===== src/hw/dlsc_map.svh =====
// Register offsets, field positions, reset values and fixed codes of the lane controller
`ifndef DLSC_MAP_SVH
`define DLSC_MAP_SVH

// ---------------------------------------------------------------
// Register offsets
// ---------------------------------------------------------------
`define DLSC_OFF_TRAIL      4'h0
`define DLSC_OFF_INIT       4'h1
`define DLSC_OFF_LPX        4'h2
`define DLSC_OFF_ZERO       4'h3
`define DLSC_OFF_EXIT       4'h4
`define DLSC_OFF_CTRL       4'h5
`define DLSC_OFF_PERIOD     4'h6
`define DLSC_OFF_DSK_LEN    4'h7
`define DLSC_OFF_STATUS     4'h8

// ---------------------------------------------------------------
// Control fields
// ---------------------------------------------------------------
`define DLSC_CTRL_HIGH_RATE 0
`define DLSC_CTRL_INIT_DSK  1
`define DLSC_CTRL_PER_DSK   2

// ---------------------------------------------------------------
// Reset values (times in byte-clock counts, period in bursts, control bits)
// ---------------------------------------------------------------
`define DLSC_RST_TRAIL      6'h18
`define DLSC_RST_INIT       8'hff
`define DLSC_RST_LPX        8'h08
`define DLSC_RST_ZERO       8'h10
`define DLSC_RST_EXIT       8'h10
`define DLSC_RST_CTRL       8'h00
`define DLSC_RST_PERIOD     8'h40
`define DLSC_RST_DSK_LEN    8'h20

// ---------------------------------------------------------------
// Line codes and byte-clock divider
// ---------------------------------------------------------------
// Sync 00011101 in time order, bit 0 leaves first
`define DLSC_SYNC_BYTE      8'hb8
`define DLSC_DSK_SYNC_BYTE  8'hff
`define DLSC_DSK_PATTERN    8'h55
`define DLSC_BYTE_DIV       4'h4

`endif


===== src/hw/dlsc_pkg.sv =====
// Shared types of the lane controller
package dlsc_pkg;

   typedef enum logic [8:0] {
      ST_INIT  = 9'b000000001,
      ST_STOP  = 9'b000000010,
      ST_LP01  = 9'b000000100,
      ST_LP00  = 9'b000001000,
      ST_ZERO  = 9'b000010000,
      ST_SYNC  = 9'b000100000,
      ST_DATA  = 9'b001000000,
      ST_TRAIL = 9'b010000000,
      ST_EXIT  = 9'b100000000
   } dlsc_state_t;

   typedef struct packed {
      logic       request;
      logic       wr_rdn;
      logic [3:0] offset;
      logic [7:0] wdata;
   } dlsc_cfg_req_t;

endpackage


===== src/hw/dlsc_lane_ctrl.sv =====
// Data-lane LP/HS state controller with configuration port
`timescale 1ns/100ps
`default_nettype none
`include "dlsc_map.svh"

// Summary of operation
// A state machine with timers steers every lane between low-power and high-speed.
// Only Stop State to high-speed and back; no escape, LP request or turnaround.
// Each lane is always either in low-power control mode or high-speed mode.
// After start-up all lanes hold LP11 for the programmed initial time; the code loads the timer from DEF_INIT, not from init_q.
// High-speed entry drives LP11, LP01, LP00, each for its programmed time; the code holds LP00 for the LPX time too.
// High-speed zeros are sent for the programmed time before anything else.
// The sync byte 00011101 precedes the payload of every burst on each lane.
// Every burst ends back in LP11; one burst per line, LP11 between is blanking; the code also ends a burst when the FIFO runs empty.
// Above 1.5 Gbps or on changing to it, an initial deskew burst goes first.
// Initial deskew at lower rates and periodic deskew are optional, software chosen.
// Trail time is a 6-bit programmable count of byte clocks.
// Every other protocol time is its own programmable count, same scaling; the code times LP00 with the LPX count.
// Without the configuration port the registers keep their build-time defaults.
// The master drives direction high to write and low to read.
// Register offsets on the configuration port start at zero.
// Master raises request to start; ready shows a transaction may begin.
// The active-low configuration reset returns every register to its default.
// The main reset is active low and sampled on the core clock.
// After trail, lanes drive LP11 for at least the programmed exit time.
// All lanes change state together on the same byte-clock cycle.
module dlsc_lane_ctrl #(
   parameter int         LANES       = 4,
   parameter int         FIFO_DEPTH  = 8,
   parameter bit         CFG_PORT_EN = 1'b1,
   parameter logic [3:0] BYTE_DIV    = `DLSC_BYTE_DIV,
   parameter logic [5:0] DEF_TRAIL   = `DLSC_RST_TRAIL,
   parameter logic [7:0] DEF_INIT    = `DLSC_RST_INIT,
   parameter logic [7:0] DEF_LPX     = `DLSC_RST_LPX,
   parameter logic [7:0] DEF_ZERO    = `DLSC_RST_ZERO,
   parameter logic [7:0] DEF_EXIT    = `DLSC_RST_EXIT,
   parameter logic [7:0] DEF_CTRL    = `DLSC_RST_CTRL,
   parameter logic [7:0] DEF_PERIOD  = `DLSC_RST_PERIOD,
   parameter logic [7:0] DEF_DSK_LEN = `DLSC_RST_DSK_LEN
) (
   // Core clock and reset
   input  wire logic                 clk_sys,
   input  wire logic                 rst_n,
   // Configuration port
   input  wire logic                 cfg_clk,
   input  wire logic                 cfg_rst_n,
   input  wire logic                 cfg_request,
   input  wire logic                 cfg_wr_rdn,
   input  wire logic [3:0]           cfg_offset,
   input  wire logic [7:0]           cfg_wdata,
   output var  logic                 cfg_ready,
   output var  logic [7:0]           cfg_rdata,
   output var  logic                 cfg_rdata_valid,
   // Payload stream
   input  wire logic                 pl_valid,
   input  wire logic [LANES*8-1:0]   pl_data,
   input  wire logic                 pl_last,
   output var  logic                 pl_ready,
   // Lane drive
   output var  logic [LANES-1:0]     lp_p,
   output var  logic [LANES-1:0]     lp_n,
   output var  logic [LANES-1:0]     lp_oe,
   output var  logic [LANES-1:0]     hs_oe,
   output var  logic [LANES*8-1:0]   hs_byte,
   output var  logic                 byte_strobe,
   output var  logic                 init_done
);

   localparam int FW = LANES*8 + 1;

   // ---------------------------------------------------------------
   // Byte-clock enable
   // ---------------------------------------------------------------
   logic [3:0] div_q;
   logic       byte_en_q;

   always_ff @(posedge clk_sys) begin
      if (!rst_n) begin
         div_q     <= 4'h0;
         byte_en_q <= 1'b0;
      end else begin
         div_q     <= (div_q == BYTE_DIV - 4'h1) ? 4'h0 : div_q + 4'h1;
         byte_en_q <= (div_q == BYTE_DIV - 4'h1);
      end
   end

   // ---------------------------------------------------------------
   // Configuration port sampling
   // ---------------------------------------------------------------
   // Port signals are taken at the falling edge of cfg_clk, mid-period,
   // where the master's outputs have settled
   dlsc_pkg::dlsc_cfg_req_t cfg_s1_q;
   dlsc_pkg::dlsc_cfg_req_t cfg_s2_q;
   logic [2:0]              cclk_q;
   logic [1:0]              crst_q;

   always_ff @(posedge clk_sys) begin
      cfg_s1_q <= '{request: cfg_request, wr_rdn: cfg_wr_rdn,
                    offset: cfg_offset, wdata: cfg_wdata};
      cfg_s2_q <= cfg_s1_q;
      cclk_q   <= {cclk_q[1:0], cfg_clk};
      crst_q   <= {crst_q[0], cfg_rst_n};
   end

   wire cfg_fall  = cclk_q[2] & ~cclk_q[1];
   wire cfg_reset = ~crst_q[1];
   wire acc       = CFG_PORT_EN & cfg_fall & cfg_s2_q.request & cfg_ready;
   wire wr_acc    = acc & cfg_s2_q.wr_rdn;
   wire rd_acc    = acc & ~cfg_s2_q.wr_rdn;
   wire reg_rst   = ~rst_n | cfg_reset;

   // ---------------------------------------------------------------
   // Register file
   // ---------------------------------------------------------------
   logic [5:0] trail_q;
   logic [7:0] init_q;
   logic [7:0] lpx_q;
   logic [7:0] zero_q;
   logic [7:0] exit_q;
   logic [7:0] ctrl_q;
   logic [7:0] period_q;
   logic [7:0] dsk_len_q;

   wire wr_trail  = wr_acc & (cfg_s2_q.offset == `DLSC_OFF_TRAIL);
   wire wr_init   = wr_acc & (cfg_s2_q.offset == `DLSC_OFF_INIT);
   wire wr_lpx    = wr_acc & (cfg_s2_q.offset == `DLSC_OFF_LPX);
   wire wr_zero   = wr_acc & (cfg_s2_q.offset == `DLSC_OFF_ZERO);
   wire wr_exit   = wr_acc & (cfg_s2_q.offset == `DLSC_OFF_EXIT);
   wire wr_ctrl   = wr_acc & (cfg_s2_q.offset == `DLSC_OFF_CTRL);
   wire wr_period = wr_acc & (cfg_s2_q.offset == `DLSC_OFF_PERIOD);
   wire wr_dsklen = wr_acc & (cfg_s2_q.offset == `DLSC_OFF_DSK_LEN);

   // Without the port no write is ever accepted, so defaults stay
   always_ff @(posedge clk_sys) begin
      if (reg_rst) begin
         trail_q   <= DEF_TRAIL;
         init_q    <= DEF_INIT;
         lpx_q     <= DEF_LPX;
         zero_q    <= DEF_ZERO;
         exit_q    <= DEF_EXIT;
         ctrl_q    <= DEF_CTRL;
         period_q  <= DEF_PERIOD;
         dsk_len_q <= DEF_DSK_LEN;
      end else begin
         if (wr_trail)  trail_q   <= cfg_s2_q.wdata[5:0];
         if (wr_init)   init_q    <= cfg_s2_q.wdata;
         if (wr_lpx)    lpx_q     <= cfg_s2_q.wdata;
         if (wr_zero)   zero_q    <= cfg_s2_q.wdata;
         if (wr_exit)   exit_q    <= cfg_s2_q.wdata;
         if (wr_ctrl)   ctrl_q    <= cfg_s2_q.wdata;
         if (wr_period) period_q  <= cfg_s2_q.wdata;
         if (wr_dsklen) dsk_len_q <= cfg_s2_q.wdata;
      end
   end

   // ---------------------------------------------------------------
   // Read path and handshake
   // ---------------------------------------------------------------
   dlsc_pkg::dlsc_state_t state_q;
   dlsc_pkg::dlsc_state_t state_d;
   logic                  dsk_pend_q;
   logic                  fifo_valid;
   wire  [7:0]            status;
   wire  [7:0]            rd_mux;

   assign status = {4'h0, fifo_valid, dsk_pend_q, ~state_q[0] & ~state_q[1]
                    & ~state_q[8] & ~state_q[2] & ~state_q[3], init_done};
   assign rd_mux =
      (cfg_s2_q.offset == `DLSC_OFF_TRAIL)   ? {2'b00, trail_q} :
      (cfg_s2_q.offset == `DLSC_OFF_INIT)    ? init_q :
      (cfg_s2_q.offset == `DLSC_OFF_LPX)     ? lpx_q :
      (cfg_s2_q.offset == `DLSC_OFF_ZERO)    ? zero_q :
      (cfg_s2_q.offset == `DLSC_OFF_EXIT)    ? exit_q :
      (cfg_s2_q.offset == `DLSC_OFF_CTRL)    ? ctrl_q :
      (cfg_s2_q.offset == `DLSC_OFF_PERIOD)  ? period_q :
      (cfg_s2_q.offset == `DLSC_OFF_DSK_LEN) ? dsk_len_q :
      (cfg_s2_q.offset == `DLSC_OFF_STATUS)  ? status : 8'h00;

   always_ff @(posedge clk_sys) begin
      if (reg_rst) begin
         cfg_ready       <= 1'b0;
         cfg_rdata       <= 8'h00;
         cfg_rdata_valid <= 1'b0;
      end else begin
         cfg_ready <= CFG_PORT_EN;
         if (rd_acc) begin
            cfg_rdata       <= rd_mux;
            cfg_rdata_valid <= 1'b1;
         end else if (cfg_fall) begin
            cfg_rdata_valid <= 1'b0;
         end
      end
   end

   // ---------------------------------------------------------------
   // Payload FIFO
   // ---------------------------------------------------------------
   logic [FW-1:0] fifo_data;
   wire           data_phase = (state_q == dlsc_pkg::ST_DATA);
   logic          is_dsk_q;
   wire           fifo_pop   = byte_en_q & data_phase & ~is_dsk_q;

   dlsc_fifo #(.WIDTH(FW), .DEPTH(FIFO_DEPTH)) u_fifo (
      .clk_sys   (clk_sys),
      .rst_n     (rst_n),
      .in_valid  (pl_valid),
      .in_data   ({pl_last, pl_data}),
      .in_ready  (pl_ready),
      .out_valid (fifo_valid),
      .out_data  (fifo_data),
      .out_ready (fifo_pop)
   );

   // ---------------------------------------------------------------
   // Deskew scheduling
   // ---------------------------------------------------------------
   logic [7:0] tmr_q;
   logic [7:0] tmr_d;
   logic       stop_go;
   logic [7:0] burst_cnt_q;
   logic       hr_prev_q;
   wire        hr         = ctrl_q[`DLSC_CTRL_HIGH_RATE];
   wire        init_exit  = byte_en_q & (state_q == dlsc_pkg::ST_INIT) & (tmr_q == 8'h00);
   wire        burst_end  = byte_en_q & (state_q == dlsc_pkg::ST_TRAIL) & (tmr_q == 8'h00);
   wire        per_hit    = burst_end & ~is_dsk_q & ctrl_q[`DLSC_CTRL_PER_DSK]
                            & (burst_cnt_q + 8'h01 >= period_q);
   wire        dsk_set    = (init_exit & (hr | ctrl_q[`DLSC_CTRL_INIT_DSK]))
                            | (hr & ~hr_prev_q & init_done)
                            | per_hit;
   wire        dsk_start  = byte_en_q & (state_q == dlsc_pkg::ST_STOP) & stop_go & dsk_pend_q;

   always_ff @(posedge clk_sys) begin
      if (!rst_n) begin
         dsk_pend_q  <= 1'b0;
         hr_prev_q   <= 1'b0;
         burst_cnt_q <= 8'h00;
      end else begin
         hr_prev_q <= hr;
         // A new request wins over the clear of the one being served
         if (dsk_set)        dsk_pend_q <= 1'b1;
         else if (dsk_start) dsk_pend_q <= 1'b0;
         if (per_hit)                    burst_cnt_q <= 8'h00;
         else if (burst_end & ~is_dsk_q) burst_cnt_q <= burst_cnt_q + 8'h01;
      end
   end

   // ---------------------------------------------------------------
   // Lane state machine
   // ---------------------------------------------------------------
   logic [7:0] last_byte_q;
   wire        tmr_done = (tmr_q == 8'h00);
   wire        pl_end   = fifo_data[FW-1] | ~fifo_valid;

   assign stop_go = tmr_done & (fifo_valid | dsk_pend_q);

   always_comb begin
      state_d = state_q;
      tmr_d   = (tmr_q != 8'h00) ? tmr_q - 8'h01 : 8'h00;
      case (state_q)
         dlsc_pkg::ST_INIT: begin
            if (tmr_done) begin
               state_d = dlsc_pkg::ST_STOP;
               tmr_d   = 8'h00;
            end
         end
         dlsc_pkg::ST_STOP: begin
            if (stop_go) begin
               state_d = dlsc_pkg::ST_LP01;
               tmr_d   = lpx_q;
            end
         end
         dlsc_pkg::ST_LP01: begin
            if (tmr_done) begin
               state_d = dlsc_pkg::ST_LP00;
               tmr_d   = lpx_q;
            end
         end
         dlsc_pkg::ST_LP00: begin
            if (tmr_done) begin
               state_d = dlsc_pkg::ST_ZERO;
               tmr_d   = zero_q;
            end
         end
         dlsc_pkg::ST_ZERO: begin
            if (tmr_done) begin
               state_d = dlsc_pkg::ST_SYNC;
            end
         end
         dlsc_pkg::ST_SYNC: begin
            state_d = dlsc_pkg::ST_DATA;
            tmr_d   = dsk_len_q;
         end
         dlsc_pkg::ST_DATA: begin
            if (is_dsk_q ? tmr_done : pl_end) begin
               state_d = dlsc_pkg::ST_TRAIL;
               tmr_d   = {2'b00, trail_q};
            end
         end
         dlsc_pkg::ST_TRAIL: begin
            if (tmr_done) begin
               state_d = dlsc_pkg::ST_EXIT;
               tmr_d   = exit_q;
            end
         end
         dlsc_pkg::ST_EXIT: begin
            if (tmr_done) begin
               state_d = dlsc_pkg::ST_STOP;
            end
         end
         default: begin
            state_d = dlsc_pkg::ST_INIT;
            tmr_d   = init_q;
         end
      endcase
   end

   always_ff @(posedge clk_sys) begin
      if (!rst_n) begin
         state_q     <= dlsc_pkg::ST_INIT;
         tmr_q       <= DEF_INIT;
         is_dsk_q    <= 1'b0;
         init_done   <= 1'b0;
         last_byte_q <= 8'h00;
      end else if (byte_en_q) begin
         state_q <= state_d;
         tmr_q   <= tmr_d;
         if (state_q == dlsc_pkg::ST_INIT) tmr_q <= (tmr_done ? 8'h00 : tmr_d);
         if (dsk_start) is_dsk_q <= 1'b1;
         else if (state_d == dlsc_pkg::ST_STOP) is_dsk_q <= 1'b0;
         if (init_exit) init_done <= 1'b1;
         if (fifo_pop & fifo_valid) last_byte_q <= fifo_data[7:0];
      end
   end

   // ---------------------------------------------------------------
   // Lane drivers
   // ---------------------------------------------------------------
   wire       st_lp11 = state_q[0] | state_q[1] | state_q[8];
   wire       st_hs   = state_q[4] | state_q[5] | state_q[6] | state_q[7];
   wire [7:0] trail_b = {8{~last_byte_q[7]}};
   wire [7:0] dsk_b   = (tmr_q == dsk_len_q) ? `DLSC_DSK_SYNC_BYTE : `DLSC_DSK_PATTERN;

   always_ff @(posedge clk_sys) begin
      if (!rst_n) byte_strobe <= 1'b0;
      else        byte_strobe <= byte_en_q;
   end

   genvar gi;
   generate
      for (gi = 0; gi < LANES; gi++) begin : g_lane
         wire [7:0] pay_b = is_dsk_q ? dsk_b : fifo_data[gi*8 +: 8];
         wire [7:0] hs_d  = state_q[5] ? `DLSC_SYNC_BYTE :
                            state_q[6] ? pay_b :
                            state_q[7] ? trail_b : 8'h00;
         always_ff @(posedge clk_sys) begin
            if (!rst_n) begin
               lp_p[gi]           <= 1'b1;
               lp_n[gi]           <= 1'b1;
               lp_oe[gi]          <= 1'b1;
               hs_oe[gi]          <= 1'b0;
               hs_byte[gi*8 +: 8] <= 8'h00;
            end else begin
               lp_p[gi]           <= st_lp11;
               lp_n[gi]           <= st_lp11 | state_q[2];
               lp_oe[gi]          <= ~st_hs;
               hs_oe[gi]          <= st_hs;
               hs_byte[gi*8 +: 8] <= hs_d;
            end
         end
      end
   endgenerate

endmodule

`default_nettype wire


===== src/hw/dlsc_fifo.sv =====
// Payload FIFO with valid/ready on both sides
`timescale 1ns/100ps
`default_nettype none

module dlsc_fifo #(
   parameter int WIDTH = 33,
   parameter int DEPTH = 8
) (
   // Clock and reset
   input  wire logic             clk_sys,
   input  wire logic             rst_n,
   // Fill side
   input  wire logic             in_valid,
   input  wire logic [WIDTH-1:0] in_data,
   output var  logic             in_ready,
   // Drain side
   output var  logic             out_valid,
   output var  logic [WIDTH-1:0] out_data,
   input  wire logic             out_ready
);

   localparam int AW = $clog2(DEPTH);

   logic [WIDTH-1:0] mem_q [DEPTH];
   logic [AW-1:0]    wp_q;
   logic [AW-1:0]    rp_q;
   logic [AW:0]      cnt_q;
   logic [AW:0]      cnt_d;

   wire push = in_valid & in_ready;
   wire pop  = out_ready & (cnt_q != '0);

   assign cnt_d     = cnt_q + (AW+1)'(push) - (AW+1)'(pop);
   assign out_valid = (cnt_q != '0);
   assign out_data  = mem_q[rp_q];

   always_ff @(posedge clk_sys) begin
      if (!rst_n) begin
         wp_q   <= '0;
         rp_q   <= '0;
         cnt_q  <= '0;
         in_ready <= 1'b1;
      end else begin
         if (push) begin
            mem_q[wp_q] <= in_data;
            wp_q        <= (wp_q == AW'(DEPTH-1)) ? '0 : wp_q + 1'b1;
         end
         if (pop) begin
            rp_q <= (rp_q == AW'(DEPTH-1)) ? '0 : rp_q + 1'b1;
         end
         cnt_q  <= cnt_d;
         in_ready <= (cnt_d != (AW+1)'(DEPTH));
      end
   end

endmodule

`default_nettype wire


===== config.mk =====
export PLATFORM = sky130hd
export DESIGN_NAME = dlsc_lane_ctrl
export DESIGN_NICKNAME = d
export VERILOG_FILES = /design/src/hw/dlsc_pkg.sv /design/src/hw/dlsc_lane_ctrl.sv /design/src/hw/dlsc_fifo.sv
export VERILOG_INCLUDE_DIRS = /design/src /design/src/hw
export SDC_FILE = /design/constraint.sdc
export NUM_CORES = 1
export LEC_CHECK = 0
export ABC_AREA = 1
export ABC_CLOCK_PERIOD_IN_PS = 3100
export BUFFER_PORTS_ARGS = -buffer_cell sky130_fd_sc_hd__buf_2
export CELL_PAD_IN_SITES_DETAIL_PLACEMENT = 1
export CELL_PAD_IN_SITES_GLOBAL_PLACEMENT = 1
export CORE_MARGIN = 3
export CORE_UTILIZATION = 45
export DETAILED_ROUTE_END_ITERATION = 6
export GPL_ROUTABILITY_DRIVEN = 0
export PLACE_DENSITY = 0.88
export SLEW_MARGIN = 20
export SYNTH_ARGS = -nofsm -noshare
export SYNTH_HDL_FRONTEND = slang
export SYNTH_SLANG_ARGS = --single-unit

===== constraint.sdc =====
create_clock -name clk_sys -period 3.1 [get_ports clk_sys]
set_clock_uncertainty 0.1 [all_clocks]
set_input_delay 0.31 -clock clk_sys [delete_from_list [all_inputs] [get_ports clk_sys]]
set_output_delay 0.31 -clock clk_sys [all_outputs]
set_load 0.005 [all_outputs]

==> results of run 1 <==
-- worst register-to-register path, stage by stage, from the launching register on --
cell	delay, ns
dfxtp_1	0.36
nor2_4	0.16
nand2_4	0.11
nor2_4	0.19
nand3_2	0.12
nor3_4	0.17
inv_2	0.09
nor3_4	0.19
ha_1	0.28
inv_1	0.06
ha_1	0.16
inv_1	0.07
fa_1	0.45
xor2_2	0.18
nand4_1	0.11
-- final timing paths --
path                            from                    endpoint
max          state_q[0]$_SDFFE_PN1P_  u_fifo.in_ready$_SDFF_PN1_
min                            rst_n          lp_p[3]$_SDFF_PN1_
max reg2reg  state_q[0]$_SDFFE_PN1P_  u_fifo.in_ready$_SDFF_PN1_
min reg2reg      cfg_s1_q[2]$_DFF_P_         cfg_s2_q[2]$_DFF_P_
-- cell usage in the layout (no fill, tap or decap), drive strengths merged, types with 13 or more instances in the layout --
| master | instances |
|---|---|
| clkbuf | 68 |
| dlygate4sd3 | 49 |
| buf | 151 |
| nor2 | 224 |
| a21oi | 127 |
| dfxtp | 191 |
| o22ai | 15 |
| clkinv | 18 |
| inv | 160 |
| ha | 21 |
| edfxtp | 264 |
| nand2 | 430 |
| xor2 | 13 |
| nand4 | 16 |
| nor3 | 15 |
| o221ai | 24 |
| o21ai | 152 |
| nand3 | 184 |
| o211ai | 23 |
-- stage by stage --
step / cell area, um^2 / TNS, ns
global placement: 20200 / 0
global route: 22400 / -0.0137
finish: 22400 / 0
CTS: 22400 / 0
detailed placement: 20200 / 0
floorplan: 19000 / 0
-- area by class of cell --
type / instances / area share
Antenna cell: 1 / 0.000112
Clock buffer: 68 / 0.0661
Clock inverter: 21 / 0.00917
Inverter: 160 / 0.0271
Multi-Input combinational cell: 1275 / 0.280
Sequential cell: 455 / 0.525
Tap cell: 532 / 0.0297
Timing Repair Buffer: 200 / 0.0628
-- state kept, by name, summed over array words and instances, names as in the netlist, 9 cells and up, named ones only --
signal        count
u_fifo.mem_q    264
hs_byte          32
cfg_s1_q         14
cfg_s2_q         14
state_q           9
-- routing by layer --
layer / GRT usage / vias up / part of all wire
li1: - / 7077 / -
met1: 0.349 / 7967 / 0.37
met2: 0.520 / 876 / 0.51
met3: 0.0507 / 215 / 0.076
met4: 0.122 / 4 / 0.042
met5: 0 / - / 0.00032
-- what timing repair did --
| action | CTS | global route |
|---|---|---|
| hold buffers | 49 | 0 |
| gates resized for setup | 0 | 5 |
| buffers inserted | 0 | 1 |
| endpoints found under the hold margin | 280 | 0 |
| endpoints found under the setup margin | 0 | 3 |
-- power by group --
part / switching (mW) / internal (mW)
clock network: 2.59 / 3.52
registers: 0.116 / 6.60
logic: 0.701 / 0.318
total: 3.40 / 10.4
-- cells by family (layout without fill, tap and decap cells) --
logic type,after synthesis,in the layout
AO/OA/AOI/OAI,358,358
XOR/XNOR,16,16
adder cells (fa/ha/maj),22,22
buffers and inverters,265,449
flip-flops,455,455
other,0,1
AND/OR/NAND/NOR,879,879
==> impl_summary.log, run 1 <==
INFO  metric crit_type = reg -> reg
INFO  metric largest_net_degree_at_the_start_of_global_routing = 129
INFO  metric p_leak = 8.82 nW
INFO  metric drt-vias-per-instance = 5.95
INFO  metric setup-violations-final = 0
INFO  metric setup.worst_path.end_class = flip-flop
INFO  metric timing.slew.headroom = 0.336
INFO  metric syn-num-nets = 2069
INFO  metric dr.pass1.iters = 6
INFO  metric synthesis.instances = 1995
INFO  metric max-cap-violations = 0
INFO  metric rr_worst_depth = 14
INFO  metric edff_count_synth = 264
INFO  metric sink_count = 455
INFO  metric initial_antenna_violation_count = 3
INFO  metric critical_path_arrival = 3.28 ns
INFO  metric finalHoldWorstSlack = 0.128 ns
INFO  metric detail_route.drc_violations = 0
INFO  metric finalCoreUtilization = 0.542
INFO  metric fillers = 4575
INFO  metric synth.ff_latch_count = 455
INFO  metric synthesis.area_per_instance = 9.53 um^2
INFO  metric first_pass_grt_wire_length = 101 mm
INFO  metric fp.coreArea = 41300 um^2
INFO  metric multi_input_combinational_cell_area = 6260 um^2
INFO  metric dr.first_iter.drc_count = 1454
INFO  metric critical-path-top-delay-family = simple AND/OR/NAND/NOR gates
INFO  metric crit_path_max_fanout = 5
INFO  metric cts_root_buffer = clkbuf_16
INFO  metric pre_cts_slack = 0.121 ns
INFO  metric vdd_drop_max = 542 uV
INFO  metric area.growth.synth_to_final = 17.7%
INFO  metric max-clock-path-buffers = 3
INFO  metric cp.required = 3.47 ns
INFO  metric htree_levels = 2
INFO  metric number_of_global_route_vias_before_repair = 17196
INFO  metric post-synth-top-area-cell = edfxtp_1
INFO  metric post_route_cells_drive_above_1_share = 0.131
INFO  metric synth_async_sr_flop_share = 0
INFO  metric wl_per_cell = 24.1 um
INFO  metric power.density = 618 nW/um^2
INFO  metric tritoncts = yes
INFO  metric syn-cell-area = 19000 um^2
INFO  metric final-instance-count-excl-fill = 2712
INFO  metric synthesis.yosys.warnings = 0
INFO  metric boundaryPins = 113
INFO  metric synth.area.mux_share = 0
INFO  metric clock_transition_at_the_register_clock_pins_on_the_worst_setup_and_hold_paths_after_cts = 0.06 ns
INFO  metric place_hpwl = 38.8 mm
INFO  metric timing.fmax = 343 MHz
INFO  metric synth_compound_gate_area_share = 0.105
INFO  metric cts_buffers = 48
INFO  metric drtAntennaViolNets = 0
INFO  metric report.power.total = 13.8 mW
INFO  metric worst_setup_path_start_kind = flip-flop
INFO  metric path_depth = 14
INFO  metric dp_cells = 2572
INFO  metric route.final.wire_length = 65.3 mm
INFO  metric slew_at_the_pin_closest_to_its_max_slew_limit = 0.993 ns
INFO  metric globalRouteTotalUtil = 0.292
INFO  metric detailroute.via_count = 16139
INFO  metric post-synth-top-count-cell = nand2_1
INFO  metric synth_top_family_by_area = simple AND/OR/NAND/NOR gates
INFO  metric post_synth_fa_ha_maj_area_fraction = 0.0149
INFO  metric status = complete, no violations
INFO  metric period_minus_slack = 2.91 ns
INFO  metric slew_violations = 0
INFO  metric initial_utilization = 0.461
INFO  metric critical_path.slowest_cell = fa_1
INFO  metric postLayoutSetupSlackWorst = 0.187 ns
INFO  metric worst_hold_path_type = in -> reg
INFO  metric design.die.area = 44800 um^2
INFO  metric grt-ovfl-total = 0
INFO  metric cp.buffers_inverters = 3
INFO  metric port_buffers = 112
INFO  metric yosys_most_used_dff = edfxtp_1
INFO  metric seq_area_frac_synth = 0.618
INFO  metric worst_skew_pair.late_latency = 0.59 ns
INFO  metric final_min_period_over_clock_period = 0.940
INFO  metric ys_top_cells_by_area = edfxtp_1 (42%), dfxtp_1 (20%), nand2_1 (8.4%)
INFO  metric rows = 74
INFO  metric yosys.area.top_type_share = 0.417
INFO  metric die_extent_in_x = 212 um
INFO  metric synthSimpleGateAreaFrac = 0.198
INFO  metric rrSetupSlack = 0.19 ns
INFO  metric die_height = 212 um
INFO  metric synth.cells.most_frequent = nand2_1 (424), edfxtp_1 (264), nor2_1 (216)
INFO  metric yosysUniqueCellTypes = 44
INFO  metric final-seq-area = 11800 um^2
INFO  metric hold_viol = 0
INFO  metric fin_nets = 2214
INFO  metric synthXorXnorAreaFrac = 0.00737
INFO  metric number_of_stages_on_the_worst_hold_path = 3
INFO  metric timing.critical_path.slowest_cell_delay = 0.45 ns
INFO  metric crit_path_cell_trace = nor2_4, nand2_4, nor2_4, nand3_2, nor3_4, inv_2, nor3_4, ha_1, inv_1, ha_1, inv_1, fa_1, xor2_2, nand4_1
Power figures use the tool's default switching activity.
==> run 2, diff against run 1 <==
--- a/config.mk
+++ b/config.mk
@@ -16,6 +16,7 @@
 export DETAILED_ROUTE_END_ITERATION = 6
 export GPL_ROUTABILITY_DRIVEN = 0
 export PLACE_DENSITY = 0.88
+export RECOVER_POWER = 50
 export SLEW_MARGIN = 20
 export SYNTH_ARGS = -nofsm -noshare
 export SYNTH_HDL_FRONTEND = slang
==> run 2 against run 1 <==
Clock power about the same; global-route usage is the same; die area unchanged.
==> impl_summary.log, run 2 (synthesis results as in run 1) <==
INFO  metric p_leak = 8.54 nW (-3.1%)
INFO  metric drt-vias-per-instance = 5.99 (+0.59%)
INFO  metric die_height = 212 um (unchanged)
INFO  metric slew_violations = 0 (unchanged)
INFO  metric crit-reg2reg-launch = state_q[0]$_SDFFE_PN1P_
INFO  metric boundaryPins = 113 (unchanged)
INFO  metric worst_skew_pair.late_latency = 0.60 ns (about the same)
INFO  metric clock_transition_at_the_register_clock_pins_on_the_worst_setup_and_hold_paths_after_cts = 0.06 ns (about the same)
INFO  metric wl_per_cell = 24.2 um (+0.32%)
INFO  metric cp.required = 3.47 ns (about the same)
INFO  metric htree_levels = 2 (unchanged)
INFO  metric worstReg2RegEnd = u_fifo.in_ready$_SDFF_PN1_
INFO  metric final-seq-area = 11800 um^2 (unchanged)
INFO  metric critical_path_arrival = 3.29 ns (about the same)
INFO  metric max-clock-path-buffers = 3 (unchanged)
INFO  metric initial_utilization = 0.461 (unchanged)
INFO  metric fp.coreArea = 41300 um^2 (unchanged)
INFO  metric place_hpwl = 38.8 mm (unchanged)
INFO  metric max-cap-violations = 0 (unchanged)
INFO  metric drtAntennaViolNets = 0 (unchanged)
INFO  metric largest_reg_flops = 264 (unchanged)
INFO  metric worst_hold_path_type = in -> reg
INFO  metric slew_at_the_pin_closest_to_its_max_slew_limit = 1.06 ns (+0.0641 ns)
INFO  metric report.power.total = 13.8 mW (-0.10%)
INFO  metric detail_route.drc_violations = 0 (unchanged)
INFO  metric first_pass_grt_wire_length = 101 mm (unchanged)
INFO  metric worst_setup_path_start_kind = flip-flop
INFO  metric design.die.area = 44800 um^2 (unchanged)
INFO  metric layout_commonest_cell = nand2_1
INFO  metric largest_register = u_fifo.mem_q
INFO  metric vdd_drop_max = 544 uV (+0.50%)
INFO  metric detailroute.via_count = 16235 (+0.59%)
INFO  metric fin_nets = 2214 (unchanged)
INFO  metric hold_viol = 0 (unchanged)
INFO  metric status = complete, no violations
INFO  metric number_of_stages_on_the_worst_hold_path = 3 (unchanged)
INFO  metric largest_net_degree_at_the_start_of_global_routing = 129 (unchanged)
INFO  metric sink_count = 455 (unchanged)
INFO  metric cts_root_buffer = clkbuf_16
INFO  metric hold_path.startpoint = rst_n
INFO  metric dr.first_iter.drc_count = 1453 (-0.069%)
INFO  metric rr_worst_depth = 14 (unchanged)
INFO  metric die_extent_in_x = 212 um (unchanged)
INFO  metric post_route_cells_drive_above_1_share = 0.0927 (-0.0381)
INFO  metric cts_buffers = 48 (unchanged)
INFO  metric rrSetupSlack = 0.18 ns (about the same)
INFO  metric route.final.wire_length = 65.5 mm (+0.32%)
INFO  metric rows = 74 (unchanged)
INFO  metric number_of_global_route_vias_before_repair = 17196 (unchanged)
INFO  metric timing.slew.headroom = 0.295 (-0.0411)
INFO  metric whs_endpoint = lp_p[3]$_SDFF_PN1_
INFO  metric dr.pass1.iters = 5 (-1)
INFO  metric port_buffers = 112 (unchanged)
INFO  metric grt-ovfl-total = 0 (unchanged)
INFO  metric area.growth.synth_to_final = 17.0%
INFO  metric setup.worst_path.end_class = flip-flop
INFO  metric fillers = 4608 (+0.72%)
INFO  metric crit_type = reg -> reg
INFO  metric layout_common_cells = nand2_1 (424), edfxtp_1 (264), nor2_1 (209), dfxtp_1 (188), nand3_1 (182)
INFO  metric initial_antenna_violation_count = 3 (unchanged)
INFO  metric globalRouteTotalUtil = 0.292 (unchanged)
INFO  metric largest_registers = u_fifo.mem_q (264), hs_byte (32)
INFO  metric period_minus_slack = 2.92 ns (+0.0111 ns)
INFO  metric power.density = 621 nW/um^2 (+0.49%)
INFO  metric setup-violations-final = 0 (unchanged)
INFO  metric tritoncts = yes
INFO  metric crit_path_max_fanout = 5 (unchanged)
INFO  metric multi_input_combinational_cell_area = 6250 um^2 (-0.16%)
INFO  metric finalCoreUtilization = 0.539 (-0.00318)
INFO  metric final_min_period_over_clock_period = 0.943 (+0.00357)
INFO  metric timing.fmax = 342 MHz (-0.38%)
## run 2: cell count changes in the layout (fill, tap and decap cells not counted), sizes merged
| cell | before | now |
|---|---|---|
| buf | 151 | 69 |
| clkbuf | 68 | 150 |
## run 2: how the worst max path moves through the flow
stage                             from                           end  slack, ns  cells after the start
6_report       state_q[0]$_SDFFE_PN1P_    u_fifo.in_ready$_SDFF_PN1_       0.18                     14
5_1_grt        state_q[0]$_SDFFE_PN1P_    u_fifo.in_ready$_SDFF_PN1_      -0.01                     14
4_1_cts        state_q[3]$_SDFFE_PN0P_    u_fifo.in_ready$_SDFF_PN1_       0.07                     14
3_5_place_dp   state_q[2]$_SDFFE_PN0P_    u_fifo.in_ready$_SDFF_PN1_       0.12                     14
3_3_place_gp   state_q[1]$_SDFFE_PN0P_    u_fifo.in_ready$_SDFF_PN1_       0.27                     14
2_1_floorplan                    rst_n  u_fifo.mem_q[0][0]$_DFFE_PP_       0.35                      5
## run 2: stage by stage
step	area, um^2	worst slack [ns]	cells	hold WS [ns]	TNS [ns]
after floorplan	19000	0.347	1995	0.210	0
after global placement	20200	0.267	2572	0.211	0
after detailed placement	20200	0.121	2572	0.215	0
after CTS	22400	0.0746	2710	0.109	0
after global routing	22300	-0.0134	2712	0.144	-0.0134
final	22300	0.176	2712	0.131	0
## run 2: worst max-delay path: stages, from the launching register on
cell	delay, ns
dfxtp_1	0.36
nor2_4	0.17
nand2_4	0.11
nor2_4	0.19
nand3_2	0.12
nor3_4	0.17
inv_2	0.09
nor3_4	0.20
ha_1	0.28
inv_1	0.06
ha_1	0.16
inv_1	0.07
fa_1	0.45
xor2_2	0.18
nand4_1	0.11
## run 2: final cells by class
class / count / share of cell area
sequential: 455 / 0.528
timing repair buffer: 200 / 0.0577
clock inverter: 21 / 0.00922
tap: 532 / 0.0299
antenna: 1 / 0.000112
multi-input combinational: 1275 / 0.281
inverter: 160 / 0.0273
clock buffer: 68 / 0.0665
## run 2: timing repair
action | 4_1_cts | 5_1_grt
hold buffers | 49 | 0
gates resized for setup | 0 | 5
hold endpoints to repair | 280 | 0
endpoints found under the setup margin | 0 | 3
buffers inserted | 0 | 1
## run 2: routing by layer
layer / track usage / up-vias / routed length, um
met5: 0 / - / 21
met4: 0.122 / 4 / 2740
met3: 0.0507 / 213 / 4920
met2: 0.520 / 901 / 33500
met1: 0.349 / 8046 / 24400
li1: - / 7071 / -
## run 2: power breakdown
part / internal, mW / switching [mW] / leakage [nW]
Sequential: 6.60 / 0.117 / 3.94
Clock: 3.52 / 2.58 / 0.843
Combinational: 0.304 / 0.705 / 3.75
